<file path="config.mk">
export PLATFORM = sky130hd
export DESIGN_NAME = ota_alert_top
export DESIGN_NICKNAME = d
export VERILOG_FILES = /design/src/include/ota_pkg.sv /design/src/verilog/ota_ara_responder.sv /design/src/verilog/ota_alert_top.sv
export VERILOG_INCLUDE_DIRS = /design/src /design/src/include
export SDC_FILE = /design/constraint.sdc
export NUM_CORES = 1
export LEC_CHECK = 0
export BUFFER_PORTS_ARGS = -buffer_cell sky130_fd_sc_hd__buf_2
export CAP_MARGIN = 20
export CORE_MARGIN = 2
export CORE_UTILIZATION = 35
export CTS_CLUSTER_SIZE = 28
export DETAILED_ROUTE_END_ITERATION = 12
export GPL_TIMING_DRIVEN = 0
export PLACE_DENSITY = 0.57
export SKIP_CTS_REPAIR_TIMING = 1
export SLEW_MARGIN = 20
export SYNTH_ARGS = -nofsm -noshare
export SYNTH_HDL_FRONTEND = slang
export SYNTH_SLANG_ARGS = --single-unit
export TNS_END_PERCENT = 30
</file>
<file path="constraint.sdc">
create_clock -name clk_sys -period 4.55 [get_ports clk_sys]
set_clock_uncertainty 0.05 [all_clocks]
set_input_delay 0.455 -clock clk_sys [delete_from_list [all_inputs] [get_ports clk_sys]]
set_output_delay 0.455 -clock clk_sys [all_outputs]
set_load 0.05 [all_outputs]
</file>
<file path="src/include/ota_params.svh">
/*
 * Constants of the over-temperature alert block: APB offsets, config bit
 * positions, reset values and serial addresses.
 * Assumes inclusion by the design modules and the test bench.
 */
`ifndef OTA_PARAMS_SVH
`define OTA_PARAMS_SVH
`define OTA_ADDR_CFG 8'h00
`define OTA_ADDR_TOS 8'h04
`define OTA_ADDR_THYST 8'h08
`define OTA_ADDR_STAT 8'h0c
`define OTA_ADDR_TEMP 8'h10
`define OTA_ADDR_ISTAT 8'h14
`define OTA_ADDR_IMASK 8'h18
`define OTA_CFG_SHDN_BIT 0
`define OTA_CFG_INT_BIT 1
`define OTA_CFG_POL_BIT 2
`define OTA_CFG_SMB_BIT 7
`define OTA_IRQ_ALERT_BIT 0
`define OTA_IRQ_WON_BIT 1
`define OTA_IRQ_LOST_BIT 2
`define OTA_RST_TOS 16'h5000
`define OTA_RST_THYST 16'h4b00
`define OTA_RST_IMASK 3'h0
`define OTA_ARA_ADDR 7'h0c
`define OTA_DEV_ADDR_HI 4'h9
`endif

</file>
<file path="src/include/ota_pkg.sv">
/*
 * Types of the over-temperature alert block.
 * Assumes ota_params.svh on the include path.
 */
package ota_pkg;
    typedef struct packed {
        logic smbusAlertEnable;
        logic polarityHigh;
        logic interruptMode;
        logic shutdown;
    } ota_cfg_t;

    typedef enum logic [2:0] {
        ARA_IDLE = 3'b000,
        ARA_ADDR = 3'b001,
        ARA_ADEC = 3'b010,
        ARA_ACKA = 3'b011,
        ARA_DATA = 3'b100,
        ARA_DEND = 3'b101,
        ARA_MACK = 3'b110
    } ota_ara_state_t;
endpackage : ota_pkg

</file>
<file path="src/verilog/ota_ara_responder.sv">
/*
 * Alert response address answerer: watches SCL/SDA, acknowledges a read of
 * the alert response address while armed and sends the response byte.
 * Assumes pins are asynchronous and bit rate is far below clk_sys.
 */
`timescale 1ns/1ps
`include "ota_params.svh"
module ota_ara_responder
    import ota_pkg::*;
(
    // Clock and reset
    input wire logic clk_sys,
    input wire logic nrst,
    // Serial bus pins
    input wire logic sclPin,
    input wire logic sdaPin,
    output logic sdaOut,
    output logic sdaOe,
    // Alert side
    input wire logic armed,
    input wire logic [7:0] respByte,
    output logic araWon,
    output logic araLost
);
ota_ara_state_t state_reg;
logic sclMeta_reg, sclSync_reg, sclPrev_reg;
logic sdaMeta_reg, sdaSync_reg, sdaPrev_reg;
logic [2:0] cnt_reg;
logic [7:0] shift_reg;
logic sdaOe_reg, won_reg, lost_reg;
logic sclRise, sclFall, startCond, stopCond;

always_ff @(posedge clk_sys) begin
    if (!nrst) begin
        {sclMeta_reg, sclSync_reg, sclPrev_reg} <= 3'h7;
        {sdaMeta_reg, sdaSync_reg, sdaPrev_reg} <= 3'h7;
    end else begin
        {sclMeta_reg, sclSync_reg, sclPrev_reg} <= {sclPin, sclMeta_reg, sclSync_reg};
        {sdaMeta_reg, sdaSync_reg, sdaPrev_reg} <= {sdaPin, sdaMeta_reg, sdaSync_reg};
    end
end

assign sclRise = sclSync_reg & ~sclPrev_reg;
assign sclFall = ~sclSync_reg & sclPrev_reg;
assign startCond = sclSync_reg & sclPrev_reg & ~sdaSync_reg & sdaPrev_reg;
assign stopCond = sclSync_reg & sclPrev_reg & sdaSync_reg & ~sdaPrev_reg;

always_ff @(posedge clk_sys) begin
    if (!nrst) begin
        state_reg <= ARA_IDLE;
        cnt_reg <= 3'h0;
        shift_reg <= 8'h00;
        sdaOe_reg <= 1'b0;
        won_reg <= 1'b0;
        lost_reg <= 1'b0;
    end else begin
        won_reg <= 1'b0;
        lost_reg <= 1'b0;
        if (startCond) begin
            state_reg <= ARA_ADDR;
            cnt_reg <= 3'h0;
            sdaOe_reg <= 1'b0;
        end else if (stopCond) begin
            state_reg <= ARA_IDLE;
            sdaOe_reg <= 1'b0;
        end else begin
            case (state_reg)
                ARA_ADDR: if (sclRise) begin
                    shift_reg <= {shift_reg[6:0], sdaSync_reg};
                    cnt_reg <= 3'(cnt_reg + 3'h1);
                    if (cnt_reg == 3'h7) state_reg <= ARA_ADEC;
                end
                ARA_ADEC: if (sclFall) begin
                    if (shift_reg == {`OTA_ARA_ADDR, 1'b1} && armed) begin
                        sdaOe_reg <= 1'b1;
                        state_reg <= ARA_ACKA;
                    end else begin
                        state_reg <= ARA_IDLE;
                    end
                end
                ARA_ACKA: if (sclFall) begin
                    shift_reg <= respByte;
                    sdaOe_reg <= ~respByte[7];
                    cnt_reg <= 3'h0;
                    state_reg <= ARA_DATA;
                end
                ARA_DATA: if (sclRise) begin
                    if (!sdaOe_reg && !sdaSync_reg) begin
                        lost_reg <= 1'b1;
                        state_reg <= ARA_IDLE;
                    end else begin
                        cnt_reg <= 3'(cnt_reg + 3'h1);
                        if (cnt_reg == 3'h7) state_reg <= ARA_DEND;
                    end
                end else if (sclFall) begin
                    shift_reg <= {shift_reg[6:0], 1'b0};
                    sdaOe_reg <= ~shift_reg[6];
                end
                ARA_DEND: if (sclFall) begin
                    sdaOe_reg <= 1'b0;
                    state_reg <= ARA_MACK;
                end
                ARA_MACK: if (sclRise) begin
                    won_reg <= 1'b1;
                    state_reg <= ARA_IDLE;
                end
                default: state_reg <= ARA_IDLE;
            endcase
        end
    end
end

assign sdaOut = 1'b0;
assign sdaOe = sdaOe_reg;
assign araWon = won_reg;
assign araLost = lost_reg;
endmodule : ota_ara_responder

</file>
<file path="src/verilog/ota_alert_top.sv">
/*
 * Over-temperature alert logic: limit compare, comparator and interrupt
 * modes, open-drain alert pin, alert response answer, APB registers, irq.
 * Assumes tempValid/tempData come from the converter on clk_sys; the serial
 * pins and address straps are asynchronous.
 */
// Register access over APB and the register addresses were left to the implementer.
// Functional notes
// - Alert asserts when a sample exceeds the over-temperature limit.
// - After reset comparator mode is selected; pin is a plain alert.
// - Comparator mode: alert releases when temperature falls below hysteresis limit.
// - Comparator mode: entering shutdown keeps the alert state.
// - Interrupt mode: any register read releases the alert; the code releases it only on reads of CFG, TOS, THYST, STAT and TEMP.
// - Interrupt mode: after an over event, re-alert only below hysteresis.
// - Interrupt mode: after an under event, re-alert only above limit.
// - With SMBus alert enabled, answering the response address clears alert.
// - Interrupt mode: entering shutdown clears the alert.
// - SMBus alert answering only when the enable bit is one.
// - Alert pin is open-drain; active-low for wired-AND sharing.
// - While alerting, acknowledge response address read and return own address.
// - Response LSB one for over-limit event, zero for under-hysteresis event.
// - Arbitration loss keeps the alert asserted; lowest address wins.
// - After a successful answer the alert is released.
`timescale 1ns/1ps
`include "ota_params.svh"
module ota_alert_top
    import ota_pkg::*;
(
    // Clock and reset
    input wire logic clk_sys,
    input wire logic nrst,
    // APB slave
    input wire logic psel,
    input wire logic penable,
    input wire logic pwrite,
    input wire logic [7:0] paddr,
    input wire logic [31:0] pwdata,
    output logic [31:0] prdata,
    output logic pready,
    output logic pslverr,
    // Converter samples
    input wire logic tempValid,
    input wire logic [15:0] tempData,
    // Address straps
    input wire logic [2:0] addrPins,
    // Serial bus pins
    input wire logic sclIn,
    input wire logic sdaIn,
    output logic sdaOut,
    output logic sdaOe,
    // Alert pin
    output logic alertPinOut,
    output logic alertPinOe,
    // Interrupt
    output logic irq
);
////////////////////////////////////////////////////////////////////////////////
ota_cfg_t cfg_reg;
logic [15:0] tos_reg, thyst_reg, lastTemp_reg;
logic [2:0] irqStat_reg, irqMask_reg, irqStat_next;
logic [31:0] prdata_reg, rdMux;
logic pready_reg, pslverr_reg, irq_reg;
logic alertAct_reg, alertAct_next, armOver_reg, armOver_next, lsb_reg, lsb_next;
logic prevShdn_reg, alertPinOe_reg, alertPinOut_reg;
logic [2:0] addrMeta_reg, addrSync_reg;
logic setupPh, accessPh, wrEv, rdEv, addrHit;
logic sample, tempOver, tempUnder, setEv, clrBase, clearEv, shdnEntry, modeChg;
logic araArmed, araWon, araLost;
logic [7:0] respByte;

////////////////////////////////////////////////////////////////////////////////
// APB handshake: zero wait states, data captured in the setup cycle
assign setupPh = psel & ~penable;
assign accessPh = psel & penable & pready_reg;
assign wrEv = accessPh & pwrite;
assign rdEv = accessPh & ~pwrite & (paddr == `OTA_ADDR_CFG || paddr == `OTA_ADDR_TOS
    || paddr == `OTA_ADDR_THYST || paddr == `OTA_ADDR_TEMP || paddr == `OTA_ADDR_STAT);

always_comb begin
    addrHit = 1'b1;
    rdMux = 32'h0000_0000;
    if (paddr == `OTA_ADDR_CFG) begin
        rdMux[`OTA_CFG_SMB_BIT] = cfg_reg.smbusAlertEnable;
        rdMux[`OTA_CFG_POL_BIT] = cfg_reg.polarityHigh;
        rdMux[`OTA_CFG_INT_BIT] = cfg_reg.interruptMode;
        rdMux[`OTA_CFG_SHDN_BIT] = cfg_reg.shutdown;
    end else if (paddr == `OTA_ADDR_TOS) begin
        rdMux[15:0] = tos_reg;
    end else if (paddr == `OTA_ADDR_THYST) begin
        rdMux[15:0] = thyst_reg;
    end else if (paddr == `OTA_ADDR_STAT) begin
        rdMux[2:0] = {lsb_reg, armOver_reg, alertAct_reg};
    end else if (paddr == `OTA_ADDR_TEMP) begin
        rdMux[15:0] = lastTemp_reg;
    end else if (paddr == `OTA_ADDR_ISTAT) begin
        rdMux[2:0] = irqStat_reg;
    end else if (paddr == `OTA_ADDR_IMASK) begin
        rdMux[2:0] = irqMask_reg;
    end else begin
        addrHit = 1'b0;
    end
end

always_ff @(posedge clk_sys) begin
    if (!nrst) begin
        pready_reg <= 1'b0;
        pslverr_reg <= 1'b0;
        prdata_reg <= 32'h0000_0000;
    end else begin
        pready_reg <= setupPh;
        pslverr_reg <= setupPh & ~addrHit;
        if (setupPh) prdata_reg <= pwrite ? 32'h0000_0000 : rdMux;
    end
end

////////////////////////////////////////////////////////////////////////////////
// Software-written registers
always_ff @(posedge clk_sys) begin
    if (!nrst) begin
        cfg_reg <= '0;
        tos_reg <= `OTA_RST_TOS;
        thyst_reg <= `OTA_RST_THYST;
        irqMask_reg <= `OTA_RST_IMASK;
    end else if (wrEv) begin
        if (paddr == `OTA_ADDR_CFG) begin
            cfg_reg.smbusAlertEnable <= pwdata[`OTA_CFG_SMB_BIT];
            cfg_reg.polarityHigh <= pwdata[`OTA_CFG_POL_BIT];
            cfg_reg.interruptMode <= pwdata[`OTA_CFG_INT_BIT];
            cfg_reg.shutdown <= pwdata[`OTA_CFG_SHDN_BIT];
        end else if (paddr == `OTA_ADDR_TOS) begin
            tos_reg <= pwdata[15:0];
        end else if (paddr == `OTA_ADDR_THYST) begin
            thyst_reg <= pwdata[15:0];
        end else if (paddr == `OTA_ADDR_IMASK) begin
            irqMask_reg <= pwdata[2:0];
        end
    end
end

assign modeChg = wrEv & (paddr == `OTA_ADDR_CFG) & (pwdata[`OTA_CFG_INT_BIT] != cfg_reg.interruptMode);

////////////////////////////////////////////////////////////////////////////////
// Limit compare and alert state
assign sample = tempValid & ~cfg_reg.shutdown;
assign tempOver = $signed(tempData) > $signed(tos_reg);
assign tempUnder = $signed(tempData) < $signed(thyst_reg);
assign shdnEntry = cfg_reg.shutdown & ~prevShdn_reg;
assign setEv = sample & cfg_reg.interruptMode & (armOver_reg ? tempOver : tempUnder);
assign clrBase = cfg_reg.interruptMode & (rdEv | shdnEntry);
assign clearEv = clrBase | (cfg_reg.smbusAlertEnable & araWon);

always_comb begin
    alertAct_next = alertAct_reg;
    armOver_next = armOver_reg;
    lsb_next = lsb_reg;
    if (modeChg) begin
        alertAct_next = 1'b0;
        armOver_next = 1'b1;
    end else if (!cfg_reg.interruptMode) begin
        if (sample && tempOver) begin
            alertAct_next = 1'b1;
            lsb_next = 1'b1;
        end else if (sample && tempUnder) begin
            alertAct_next = 1'b0;
            lsb_next = 1'b0;
        end else if (clearEv) begin
            alertAct_next = 1'b0;
        end
        // Between the limits and in shutdown only clearEv (an answered response) clears the alert
    end else if (setEv) begin
        alertAct_next = 1'b1;
        armOver_next = ~armOver_reg;
        lsb_next = armOver_reg;
    end else if (clearEv) begin
        alertAct_next = 1'b0;
    end
end

always_ff @(posedge clk_sys) begin
    if (!nrst) begin
        alertAct_reg <= 1'b0;
        armOver_reg <= 1'b1;
        lsb_reg <= 1'b0;
        prevShdn_reg <= 1'b0;
        lastTemp_reg <= 16'h0000;
    end else begin
        alertAct_reg <= alertAct_next;
        armOver_reg <= armOver_next;
        lsb_reg <= lsb_next;
        prevShdn_reg <= cfg_reg.shutdown;
        if (sample) lastTemp_reg <= tempData;
    end
end

// Open-drain: pull low when the logical alert differs from the polarity bit
always_ff @(posedge clk_sys) begin
    if (!nrst) begin
        alertPinOe_reg <= 1'b0;
        alertPinOut_reg <= 1'b0;
    end else begin
        alertPinOe_reg <= alertAct_reg ^ cfg_reg.polarityHigh;
        alertPinOut_reg <= 1'b0;
    end
end

////////////////////////////////////////////////////////////////////////////////
// Alert response address answer
always_ff @(posedge clk_sys) begin
    if (!nrst) begin
        addrMeta_reg <= 3'h0;
        addrSync_reg <= 3'h0;
    end else begin
        addrMeta_reg <= addrPins;
        addrSync_reg <= addrMeta_reg;
    end
end

assign araArmed = cfg_reg.smbusAlertEnable & alertAct_reg;
assign respByte = {`OTA_DEV_ADDR_HI, addrSync_reg, lsb_reg};

ota_ara_responder uAra (
    .clk_sys(clk_sys),
    .nrst(nrst),
    .sclPin(sclIn),
    .sdaPin(sdaIn),
    .sdaOut(sdaOut),
    .sdaOe(sdaOe),
    .armed(araArmed),
    .respByte(respByte),
    .araWon(araWon),
    .araLost(araLost)
);

////////////////////////////////////////////////////////////////////////////////
// Sticky event bits, write one to clear, set wins
always_comb begin
    irqStat_next = irqStat_reg;
    if (wrEv && paddr == `OTA_ADDR_ISTAT) irqStat_next = irqStat_reg & ~pwdata[2:0];
    if (alertAct_next && !alertAct_reg) irqStat_next[`OTA_IRQ_ALERT_BIT] = 1'b1;
    if (araWon) irqStat_next[`OTA_IRQ_WON_BIT] = 1'b1;
    if (araLost) irqStat_next[`OTA_IRQ_LOST_BIT] = 1'b1;
end

always_ff @(posedge clk_sys) begin
    if (!nrst) begin
        irqStat_reg <= 3'h0;
        irq_reg <= 1'b0;
    end else begin
        irqStat_reg <= irqStat_next;
        irq_reg <= |(irqStat_next & irqMask_reg);
    end
end

assign prdata = prdata_reg;
assign pready = pready_reg;
assign pslverr = pslverr_reg;
assign alertPinOut = alertPinOut_reg;
assign alertPinOe = alertPinOe_reg;
assign irq = irq_reg;
endmodule : ota_alert_top

</file>
==> key figures, run 1 <==
Critical path
  – Arr. time, crit path: around 2.9 ns
  – Startpoint type of the worst setup path: flip-flop
  – Crit-path max FO: 4
  – Worst reg2reg path depth: 8
  – Data required time at the worst endpoint: roughly 4.8 ns
  – Minimum setup slack among reg-to-reg paths: between 1.5 and 2 ns
  – Crit path capture type: flip-flop
  – Origin of the critical flop-to-flop path: thyst_reg[2]
  – Capture point of the worst reg-to-reg path: irq
  – Category of the most critical setup path: flip-flop to flip-flop

Layout
  – Antenna Diode Count: 0
  – Post-layout nets: approximately 920
  – Final core occ: 0.422
  – Non-filler instance count after layout: approximately 1,000
  – Fraction of layout cells with a size suffix above 1: 0.142
  – Filler Cell Count: roughly 1,700
  – Most used cells in the layout excluding fill and tap cells: 134 x sky130_fd_sc_hd__nand2_1, 111 x sky130_fd_sc_hd__dfxtp_1, 87 x sky130_fd_sc_hd__a21oi_1
  – Area delta synth->final: 17.6%
  – Most common library cell in the layout ignoring fill and taps: sky130_fd_sc_hd__nand2_1

Run
  – Number of violations of the max-capacitance limit: 0

Timing
  – Unrepaired setup endpoints after global routing: false
  – Total Negative Setup Slacks: 0 ns
  – Rel. slew slack: 0.466
  – Slew at the pin closest to its max-slew limit: ~0.8 ns
  – Final-report max-slew violation count: 0
  – Post-route fraction of the period consumed by the critical path: 0.583
  – Final setup violation count: 0
  – Number of hold-slack violations in the final timing report: 0
  – Time the worst path needs with I/O delays and setup: roughly 2.7 ns
  – Timing-limited maximum frequency: 377 MHz

Synth
  – Warning count from the yosys run: 0
  – Biggest area contributors in the synthesized netlist: sky130_fd_sc_hd__dfxtp_1 39%, sky130_fd_sc_hd__nand2_1 8.8%, sky130_fd_sc_hd__a21oi_1 7.6%
  – Avg Cell Area, Syn: between 7 and 8 µm²
  – Area share of the largest cell type after synthesis: 0.390
  – Register area share after synthesis: 0.390
  – Biggest area consumer among synthesized cells: sky130_fd_sc_hd__dfxtp_1
  – Predominant post-synthesis flop cell: sky130_fd_sc_hd__dfxtp_1
  – Cell area after technology mapping: ~5700 µm²
  – Number of library cell types mapped by synthesis: 60
  – Post-synth EDFFs: 0
  – Cell count after synthesis: between 700 and 800
  – Async set-reset flop share out of synthesis: 0
  – Total of flip-flops plus latches after synthesis: approximately 110

Clocking
  – Number of levels in the clock H-tree: 3
  – Clk Latency, worst-skew pair: 0.37 ns
  – Clk sink count: between 100 and 150
  – TritonCTS clock tree: yes
  – Clock input transition at the sequential cells of the worst setup and hold paths: 0.08 ns
  – Clock buffers created by TritonCTS: 9
  – Buffer levels on the longest clock path: 2
  – Root Buffer: sky130_fd_sc_hd__clkbuf_16

Global route
  – Number of global-route vias before repair: 4,986
  – Overall routing resource usage: 0.195
  – Antenna violations before repair: 0
  – Largest net degree at the start of global routing: 20
  – Wire length of the first global-routing pass: roughly 26 mm
  – Grt ovf: 0

Drt
  – Drt total wl: about 17 mm
  – Vias per std cell: approximately 5
  – Number of routed nets with antenna violations: 0
  – Vias: about 5,200
  – Final routed DRC violation total: 0
  – DR iter-0 viols: 409
  – Average detailed-routed wire length per instance: around 16 µm
  – First-pass detailed-route iteration total: 8

Pwr
  – Worst IR drop on VDD: between 0.00015 and 0.0002 V
  – Standby leakage power: 2.57 nW
  – Power Dens Cells: about 310 nW/µm²

Worst hold path
  – Hold Crit Endpoint: uAra.sdaMeta_reg
  – Cells on Worst Hold Path: 2
  – Hold Path Class: input port to flip-flop
  – Min-delay src: sdaIn

Floorplanning
  – Core area: about 16,000 µm²
  – Placement Rows: 46
  – Number of primary I/O pins: about 110
  – Starting density of the core: 0.359
  – Die height: approximately 130 µm
  – Die Area: approximately 17,000 µm²
  – Die outline width: between 100 and 150 µm

Placement
  – Cells after DPL: ~1,000
  – Final weighted congestion in routability-driven placement: ~0.84
  – Port Buf Inserts: between 60 and 70
  – HPWL reported at the end of detailed placement: 12.6 mm

Outcome
  – Outcome: completed
metal layers:
metal  global-route usage  vias up  wire (µm)
met2                0.311      145       7520
met1                0.256     2384       7730
li1                     -     2677          -
met5                    0        -          0
met4               0.0713        0        372
met3               0.0467       22       1040
cell usage after synthesis (9+ instances only):
cell	instances
sky130_fd_sc_hd__nor2_1	66
sky130_fd_sc_hd__buf_4	18
sky130_fd_sc_hd__inv_1	41
sky130_fd_sc_hd__clkbuf_1	33
sky130_fd_sc_hd__nand4_1	9
sky130_fd_sc_hd__o211ai_1	12
sky130_fd_sc_hd__and2_1	11
sky130_fd_sc_hd__a21oi_1	87
sky130_fd_sc_hd__ha_1	33
sky130_fd_sc_hd__nand2b_1	19
sky130_fd_sc_hd__o21ai_0	20
sky130_fd_sc_hd__dfxtp_1	111
sky130_fd_sc_hd__a22oi_1	11
sky130_fd_sc_hd__mux2i_1	10
sky130_fd_sc_hd__nand3_1	15
sky130_fd_sc_hd__nand2_1	134
worst max path at each step:
stage | from | end | slack (ns) | depth (start not counted)
floorplan | tempData[13] | irq | 2.17 | 8
global placement | tempData[13] | irq | 1.70 | 9
detailed placement | tempData[13] | irq | 1.72 | 9
CTS | thyst_reg[2] | irq | 1.87 | 8
global route | thyst_reg[2] | irq | 1.72 | 8
finish | thyst_reg[2] | irq | 1.90 | 8
worst max-delay path, cell delays in order (launching register included):
cell and delay [ns]:
sky130_fd_sc_hd__dfxtp_1 0.37, sky130_fd_sc_hd__inv_1 0.06, sky130_fd_sc_hd__ha_1 0.28, sky130_fd_sc_hd__o211ai_1 0.11, sky130_fd_sc_hd__a2111oi_2 0.49, sky130_fd_sc_hd__o21ai_1 0.13
sky130_fd_sc_hd__a22o_1 0.29, sky130_fd_sc_hd__o311a_1 0.40, sky130_fd_sc_hd__o41ai_1 0.37
metrics by stage:
step                      instance area [µm²]  hold slack [ns]  total power, mW  worst slack, ns
after floorplan                          5760            0.336             1.16             2.17
after global placement                   6370            0.347             1.23             1.70
after detailed placement                 6370            0.358             1.23             1.72
after CTS                                6700            0.205             2.12             1.87
after global routing                     6700            0.222             2.18             1.72
final                                    6700            0.211             2.09             1.90
kinds of logic after synthesis:
logic type | Yosys count | share of synthesized area
simple gates | 287 | 0.231
other cells | 1 | 0.000658
buf+inv | 99 | 0.0782
fa+ha+maj | 33 | 0.0724
compound gates | 185 | 0.205
mux | 11 | 0.0195
flops | 111 | 0.390
xor+xnor | 2 | 0.00307
report_power, final:
part	internal, mW	total, mW	switching [mW]
sequential	0.987	0.997	0.00972
combinational	0.0695	0.212	0.142
clock	0.491	0.886	0.395
layout make-up:
| type | count | area, µm² | share of cell area |
|---|---|---|---|
| Clock inverter | 7 | 108 | 0.0161 |
| Sequential cell | 111 | 2220 | 0.332 |
| Tap cell | 216 | 270 | 0.0403 |
| Timing Repair Buffer | 67 | 335 | 0.0500 |
| Clock buffer | 9 | 225 | 0.0336 |
| Inverter | 41 | 154 | 0.0230 |
| Buffer | 58 | 292 | 0.0435 |
| Multi-Input combinational cell | 536 | 3100 | 0.462 |
Power figures use the tool's default switching activity.
==> run 2, diff against run 1 <==
==> constraint.sdc (replaced) <==
create_clock -name clk_sys -period 2.7 [get_ports clk_sys]
set_clock_uncertainty 0.05 [all_clocks]
set_input_delay 0.27 -clock clk_sys [delete_from_list [all_inputs] [get_ports clk_sys]]
set_output_delay 0.27 -clock clk_sys [all_outputs]
set_load 0.05 [all_outputs]
==> key figures, run 2 (same netlist as run 1, synthesis figures left out) <==
Outcome
  – Outcome: completed

Global route
  – Wire length of the first global-routing pass: 26.4 mm (unchanged)
  – Overall routing resource usage: 0.195 (unchanged)
  – Largest net degree at the start of global routing: 20 (unchanged)
  – Number of global-route vias before repair: 4,986 (unchanged)
  – Antenna violations before repair: 0 (unchanged)
  – Grt ovf: 0 (unchanged)

Layout
  – Filler Cell Count: 1,698 (-0.18%)
  – Most common library cell in the layout ignoring fill and taps: sky130_fd_sc_hd__nand2_1
  – Fraction of layout cells with a size suffix above 1: 0.146 (+0.00362)
  – Most used cells in the layout excluding fill and tap cells: 134 x sky130_fd_sc_hd__nand2_1, 111 x sky130_fd_sc_hd__dfxtp_1, 87 x sky130_fd_sc_hd__a21oi_1
  – Antenna Diode Count: 0 (unchanged)
  – Post-layout nets: 924 (unchanged)
  – Area delta synth->final: 17.8%

Floorplanning
  – Placement Rows: 46 (unchanged)
  – Starting density of the core: 0.359 (unchanged)
  – Number of primary I/O pins: 106 (unchanged)
  – Die Area: 17,300 µm² (unchanged)
  – Core area: 15,900 µm² (unchanged)
  – Die outline width: 132 µm (unchanged)
  – Die height: 132 µm (unchanged)

Critical path
  – Slowest Stage Delay on Critical Path: 0.55 ns (+0.06 ns)
  – Origin of the critical flop-to-flop path: tos_reg[13]
  – Cells along the critical path: inv_1, ha_1, nand3_1, or4_4, a21oi_2, nor4_1, a211o_1, o311a_1, o41ai_1
  – Startpoint type of the worst setup path: flip-flop
  – Arr. time, crit path: 2.84 ns (-0.03 ns)
  – Critical path origin: tos_reg[13]
  – Crit-path max FO: 3 (-1)
  – Data required time at the worst endpoint: 2.91 ns (-1.85 ns)
  – Minimum setup slack among reg-to-reg paths: 0.07 ns (-1.82 ns)
  – Category of the most critical setup path: flip-flop to flip-flop
  – Cell with the largest stage delay on the worst path: sky130_fd_sc_hd__or4_4
  – Crit path capture type: flip-flop

Pwr
  – Total power draw: 3.54 mW (+69%)
  – Standby leakage power: 2.58 nW (+0.25%)
  – Power Dens Cells: 527 nW/µm² (+68%)
  – Worst IR drop on VDD: 0.000314 V (+69%)

Drt
  – Vias per std cell: 5.00 (about the same)
  – Average detailed-routed wire length per instance: 16.0 µm (about the same)
  – First-pass detailed-route iteration total: 5 (-3)
  – Number of routed nets with antenna violations: 0 (unchanged)
  – DR iter-0 viols: 428 (+4.6%)
  – Vias: 5,223 (-0.096%)
  – Final routed DRC violation total: 0 (unchanged)
  – Drt total wl: 16.7 mm (about the same)

Clocking
  – Number of levels in the clock H-tree: 3 (unchanged)
  – Clk sink count: 111 (unchanged)
  – Root Buffer: sky130_fd_sc_hd__clkbuf_16
  – TritonCTS clock tree: yes
  – Clock buffers created by TritonCTS: 9 (unchanged)
  – Clock input transition at the sequential cells of the worst setup and hold paths: 0.08 ns (about the same)
  – Clk Latency, worst-skew pair: 0.37 ns (about the same)
  – Buffer levels on the longest clock path: 2 (unchanged)

Timing
  – Unrepaired setup endpoints after global routing: false
  – Timing-limited maximum frequency: 381 MHz (+1.1%)
  – Hold Worst Slack: 0.0260 ns (-0.185 ns)
  – Total Negative Setup Slacks: 0 ns (unchanged)
  – Time the worst path needs with I/O delays and setup: 2.63 ns (-0.0285 ns)
  – Final-report max-slew violation count: 0 (unchanged)
  – Final setup violation count: 0 (unchanged)
  – Number of hold-slack violations in the final timing report: 0 (unchanged)
  – Rel. slew slack: 0.464 (-0.00144)
  – Slew at the pin closest to its max-slew limit: 0.804 ns (+0.00216 ns)
  – Post-route fraction of the period consumed by the critical path: 0.973 (+0.389)

Worst hold path
  – Min-delay src: sdaIn
  – Hold Path Class: input port to flip-flop

Placement
  – Final weighted congestion in routability-driven placement: 0.844 (unchanged)
  – HPWL reported at the end of detailed placement: 12.6 mm (unchanged)
  – Port Buf Inserts: 67 (unchanged)

Run
  – Number of violations of the max-capacitance limit: 0 (unchanged)
run 2: cell types whose count changed in the layout (fill, tap and decap cells not counted):
cell / before / now
sky130_fd_sc_hd__nor4_1: 3 / 2
sky130_fd_sc_hd__o41ai_2: 0 / 1
sky130_fd_sc_hd__nor4_2: 1 / 2
sky130_fd_sc_hd__a22o_2: 0 / 1
sky130_fd_sc_hd__a22o_1: 1 / 0
sky130_fd_sc_hd__o41ai_1: 2 / 1
run 2: cell type report:
class                      instances  area (µm²)  area share
inverter                          41         154      0.0229
multi-input combinational        536        3110       0.463
buffer                            58         292      0.0434
clock inverter                     7         108      0.0160
tap                              216         270      0.0402
clock buffer                       9         225      0.0335
sequential                       111        2220       0.331
timing repair buffer              67         335      0.0499
run 2: worst max-delay path: cells and delay by family, from the launching register on:
kind | cells | cell delay [ns]
fa+ha+maj | 1 | 0.31
simple gates | 3 | 0.73
buf+inv | 1 | 0.06
flops | 1 | 0.36
compound gates | 4 | 1.00
run 2: final timing paths:
path,cells after the start,to
max,9,irqStat_reg[0]
min reg2reg,1,uAra.sclSync_reg
max reg2reg,9,irqStat_reg[0]
min,2,uAra.sdaMeta_reg
run 2: where the power goes:
group          switching [mW]  internal [mW]  total (mW)
logic                   0.241          0.117       0.358
clock network           0.671          0.827        1.50
registers              0.0166           1.66        1.68
run 2: per-layer routing:
metal  up-vias  GRT usage  part of all wire
met3        20     0.0467             0.059
met5         -          0                 0
met1      2387      0.256              0.47
met2       135      0.311              0.45
li1       2681          -                 -
met4         0     0.0713             0.021
run 2: per-stage QoR:
step / utilization / setup WS (ns) / cells / cell area, µm²
6_report: 0.423 / 0.0739 / 1045 / 6720
5_1_grt: 0.423 / 0.0228 / 1045 / 6720
4_1_cts: 0.422 / 0.0150 / 1045 / 6700
3_5_place_dp: 0.401 / 0.0558 / 1029 / 6370
3_3_place_gp: 0.401 / 0.0306 / 1029 / 6370
2_1_floorplan: - / 0.416 / 746 / 5760
==> run 3, diff against run 2 <==
--- a/config.mk
+++ b/config.mk
@@ -12,7 +12,6 @@
 export CORE_UTILIZATION = 35
 export CTS_CLUSTER_SIZE = 28
 export DETAILED_ROUTE_END_ITERATION = 12
-export GPL_TIMING_DRIVEN = 0
 export PLACE_DENSITY = 0.57
 export SKIP_CTS_REPAIR_TIMING = 1
 export SLEW_MARGIN = 20
==> key figures, run 3 (same netlist as run 1, synthesis figures left out) <==
Critical path
  – Arr. time, crit path: 2.75 ns (-0.09 ns)
  – Data required time at the worst endpoint: 2.91 ns (about the same)
  – Origin of the critical flop-to-flop path: thyst_reg[2]
  – Slowest Stage Delay on Critical Path: 0.42 ns (-0.13 ns)
  – Capture point of the worst reg-to-reg path: irqStat_reg[0]
  – Worst reg2reg path depth: 8 (-1)
  – Crit-path max FO: 4 (+1)
  – Category of the most critical setup path: flip-flop to flip-flop
  – Cell with the largest stage delay on the worst path: sky130_fd_sc_hd__a2111oi_2
  – Cells along the critical path: inv_1, ha_1, o211ai_1, a2111oi_2, o21ai_1, a22o_1, o311a_1, o41ai_2
  – Crit path capture type: flip-flop
  – Startpoint type of the worst setup path: flip-flop
  – Minimum setup slack among reg-to-reg paths: 0.16 ns (+0.08 ns)

Global route
  – Wire length of the first global-routing pass: 25.5 mm (-3.3%)
  – Grt ovf: 0 (unchanged)
  – Overall routing resource usage: 0.183 (-0.0114)
  – Antenna violations before repair: 0 (unchanged)
  – Largest net degree at the start of global routing: 48 (+140%)
  – Number of global-route vias before repair: 4,777 (-4.2%)

Drt
  – Vias: 5,082 (-2.7%)
  – Vias per std cell: 5.05 (+1.1%)
  – Final routed DRC violation total: 0 (unchanged)
  – DR iter-0 viols: 390 (-8.9%)
  – Drt total wl: 15.6 mm (-6.6%)
  – Average detailed-routed wire length per instance: 15.5 µm (-3.0%)
  – Number of routed nets with antenna violations: 0 (unchanged)
  – First-pass detailed-route iteration total: 5 (unchanged)

Layout
  – Filler Cell Count: 1,664 (-2.0%)
  – Most common library cell in the layout ignoring fill and taps: sky130_fd_sc_hd__nand2_1
  – Post-layout nets: 886 (-4.1%)
  – Area delta synth->final: 14.9%
  – Most used cells in the layout excluding fill and tap cells: 134 x sky130_fd_sc_hd__nand2_1, 111 x sky130_fd_sc_hd__dfxtp_1, 87 x sky130_fd_sc_hd__a21oi_1
  – Non-filler instance count after layout: 1,006 (-3.7%)
  – Fraction of layout cells with a size suffix above 1: 0.149 (+0.00341)
  – Antenna Diode Count: 0 (unchanged)

Clocking
  – Number of levels in the clock H-tree: 3 (unchanged)
  – Clock buffers created by TritonCTS: 9 (unchanged)
  – TritonCTS clock tree: yes
  – Clk Latency, worst-skew pair: 0.36 ns (about the same)
  – Root Buffer: sky130_fd_sc_hd__clkbuf_16
  – Clk sink count: 111 (unchanged)
  – Buffer levels on the longest clock path: 2 (unchanged)
  – Clock input transition at the sequential cells of the worst setup and hold paths: 0.08 ns (about the same)

Placement
  – Cells after DPL: 991 (-3.7%)
  – Final weighted congestion in routability-driven placement: 0.845 (+0.17%)
  – HPWL reported at the end of detailed placement: 11.4 mm (-9.6%)
  – Port Buf Inserts: 71 (+6.0%)

Floorplanning
  – Number of primary I/O pins: 106 (unchanged)
  – Starting density of the core: 0.359 (unchanged)
  – Core area: 15,900 µm² (unchanged)
  – Die Area: 17,300 µm² (unchanged)
  – Placement Rows: 46 (unchanged)
  – Die height: 132 µm (unchanged)
  – Die outline width: 132 µm (unchanged)

Timing
  – Slew at the pin closest to its max-slew limit: 0.691 ns (-0.113 ns)
  – Timing-limited maximum frequency: 393 MHz (+3.2%)
  – Total Negative Setup Slacks: 0 ns (unchanged)
  – Rel. slew slack: 0.536 (+0.0715)
  – Post-route fraction of the period consumed by the critical path: 0.942 (-0.0303)
  – Unrepaired setup endpoints after global routing: false
  – Number of hold-slack violations in the final timing report: 0 (unchanged)
  – Final setup violation count: 0 (unchanged)
  – Time the worst path needs with I/O delays and setup: 2.54 ns (-0.0817 ns)
  – Final-report max-slew violation count: 0 (unchanged)

Worst hold path
  – Hold Crit Endpoint: uAra.sclMeta_reg
  – Hold Path Class: input port to flip-flop
  – Min-delay src: sclIn
  – Cells on Worst Hold Path: 2 (unchanged)

Run
  – Number of violations of the max-capacitance limit: 0 (unchanged)

Pwr
  – Worst IR drop on VDD: 0.000293 V (-6.6%)
  – Power Dens Cells: 515 nW/µm² (-2.2%)
  – Standby leakage power: 2.49 nW (-3.3%)

Outcome
  – Outcome: completed
==> run 3: cell count changes in the layout (fill, tap and decap cells not counted), moves of 2 or more <==
cell / change
sky130_fd_sc_hd__clkbuf_1: -33
sky130_fd_sc_hd__clkinvlp_4: +3
sky130_fd_sc_hd__buf_1: -2
sky130_fd_sc_hd__buf_4: -3
==> run 3: stage by stage <==
stage	hold WS [ns]	worst slack [ns]	cell area (µm²)	total power, mW	utilization
floorplan	0.321	0.416	5760	1.95	-
finish	0.0433	0.156	6550	3.37	0.412
detailed placement	0.343	0.155	6230	2.05	0.392
global placement	0.338	0.107	6230	2.05	0.392
global route	0.0357	0.0256	6550	3.51	0.412
CTS	0.0297	0.124	6530	3.40	0.411
==> run 3: report_power, final <==
group | total (mW) | switching [mW] | internal [mW] | leakage, nW
registers | 1.69 | 0.0211 | 1.66 | 0.901
clock network | 1.36 | 0.639 | 0.720 | 0.134
logic | 0.328 | 0.225 | 0.103 | 1.46
total | 3.37 | 0.885 | 2.49 | 2.49
==> run 3: routing by layer <==
layer	global-route usage	part of all wire	vias up
li1	-	-	2600
met1	0.256	0.47	2338
met2	0.287	0.46	133
met3	0.0382	0.055	11
met4	0.0495	0.0095	0
met5	0	0	-
==> run 3: worst max-delay path by stage <==
stage | start | to | slack, ns
2_1_floorplan | tos_reg[13] | irq | 0.42
3_3_place_gp | tempData[13] | irq | 0.11
3_5_place_dp | tempData[13] | irq | 0.15
4_1_cts | tos_reg[9] | irqStat_reg[0] | 0.12
5_1_grt | tos_reg[10] | irqStat_reg[0] | 0.03
6_report | thyst_reg[2] | irqStat_reg[0] | 0.16
==> run 3: worst max-delay path: cells and delay by family, from the launching register on <==
kind | cells | cell delay [ns]
buffers and inverters | 1 | 0.06
flip-flops | 1 | 0.37
adder cells (fa/ha/maj) | 1 | 0.28
AO/OA/AOI/OAI | 6 | 1.70
==> run 3: area by class of cell <==
type / instances / area [µm²] / share of cell area
Inverter: 41 / 154 / 0.0235
Timing Repair Buffer: 87 / 488 / 0.0745
Clock inverter: 6 / 70.1 / 0.0107
Sequential cell: 111 / 2220 / 0.339
Tap cell: 216 / 270 / 0.0413
Multi-Input combinational cell: 536 / 3120 / 0.476
Clock buffer: 9 / 225 / 0.0344
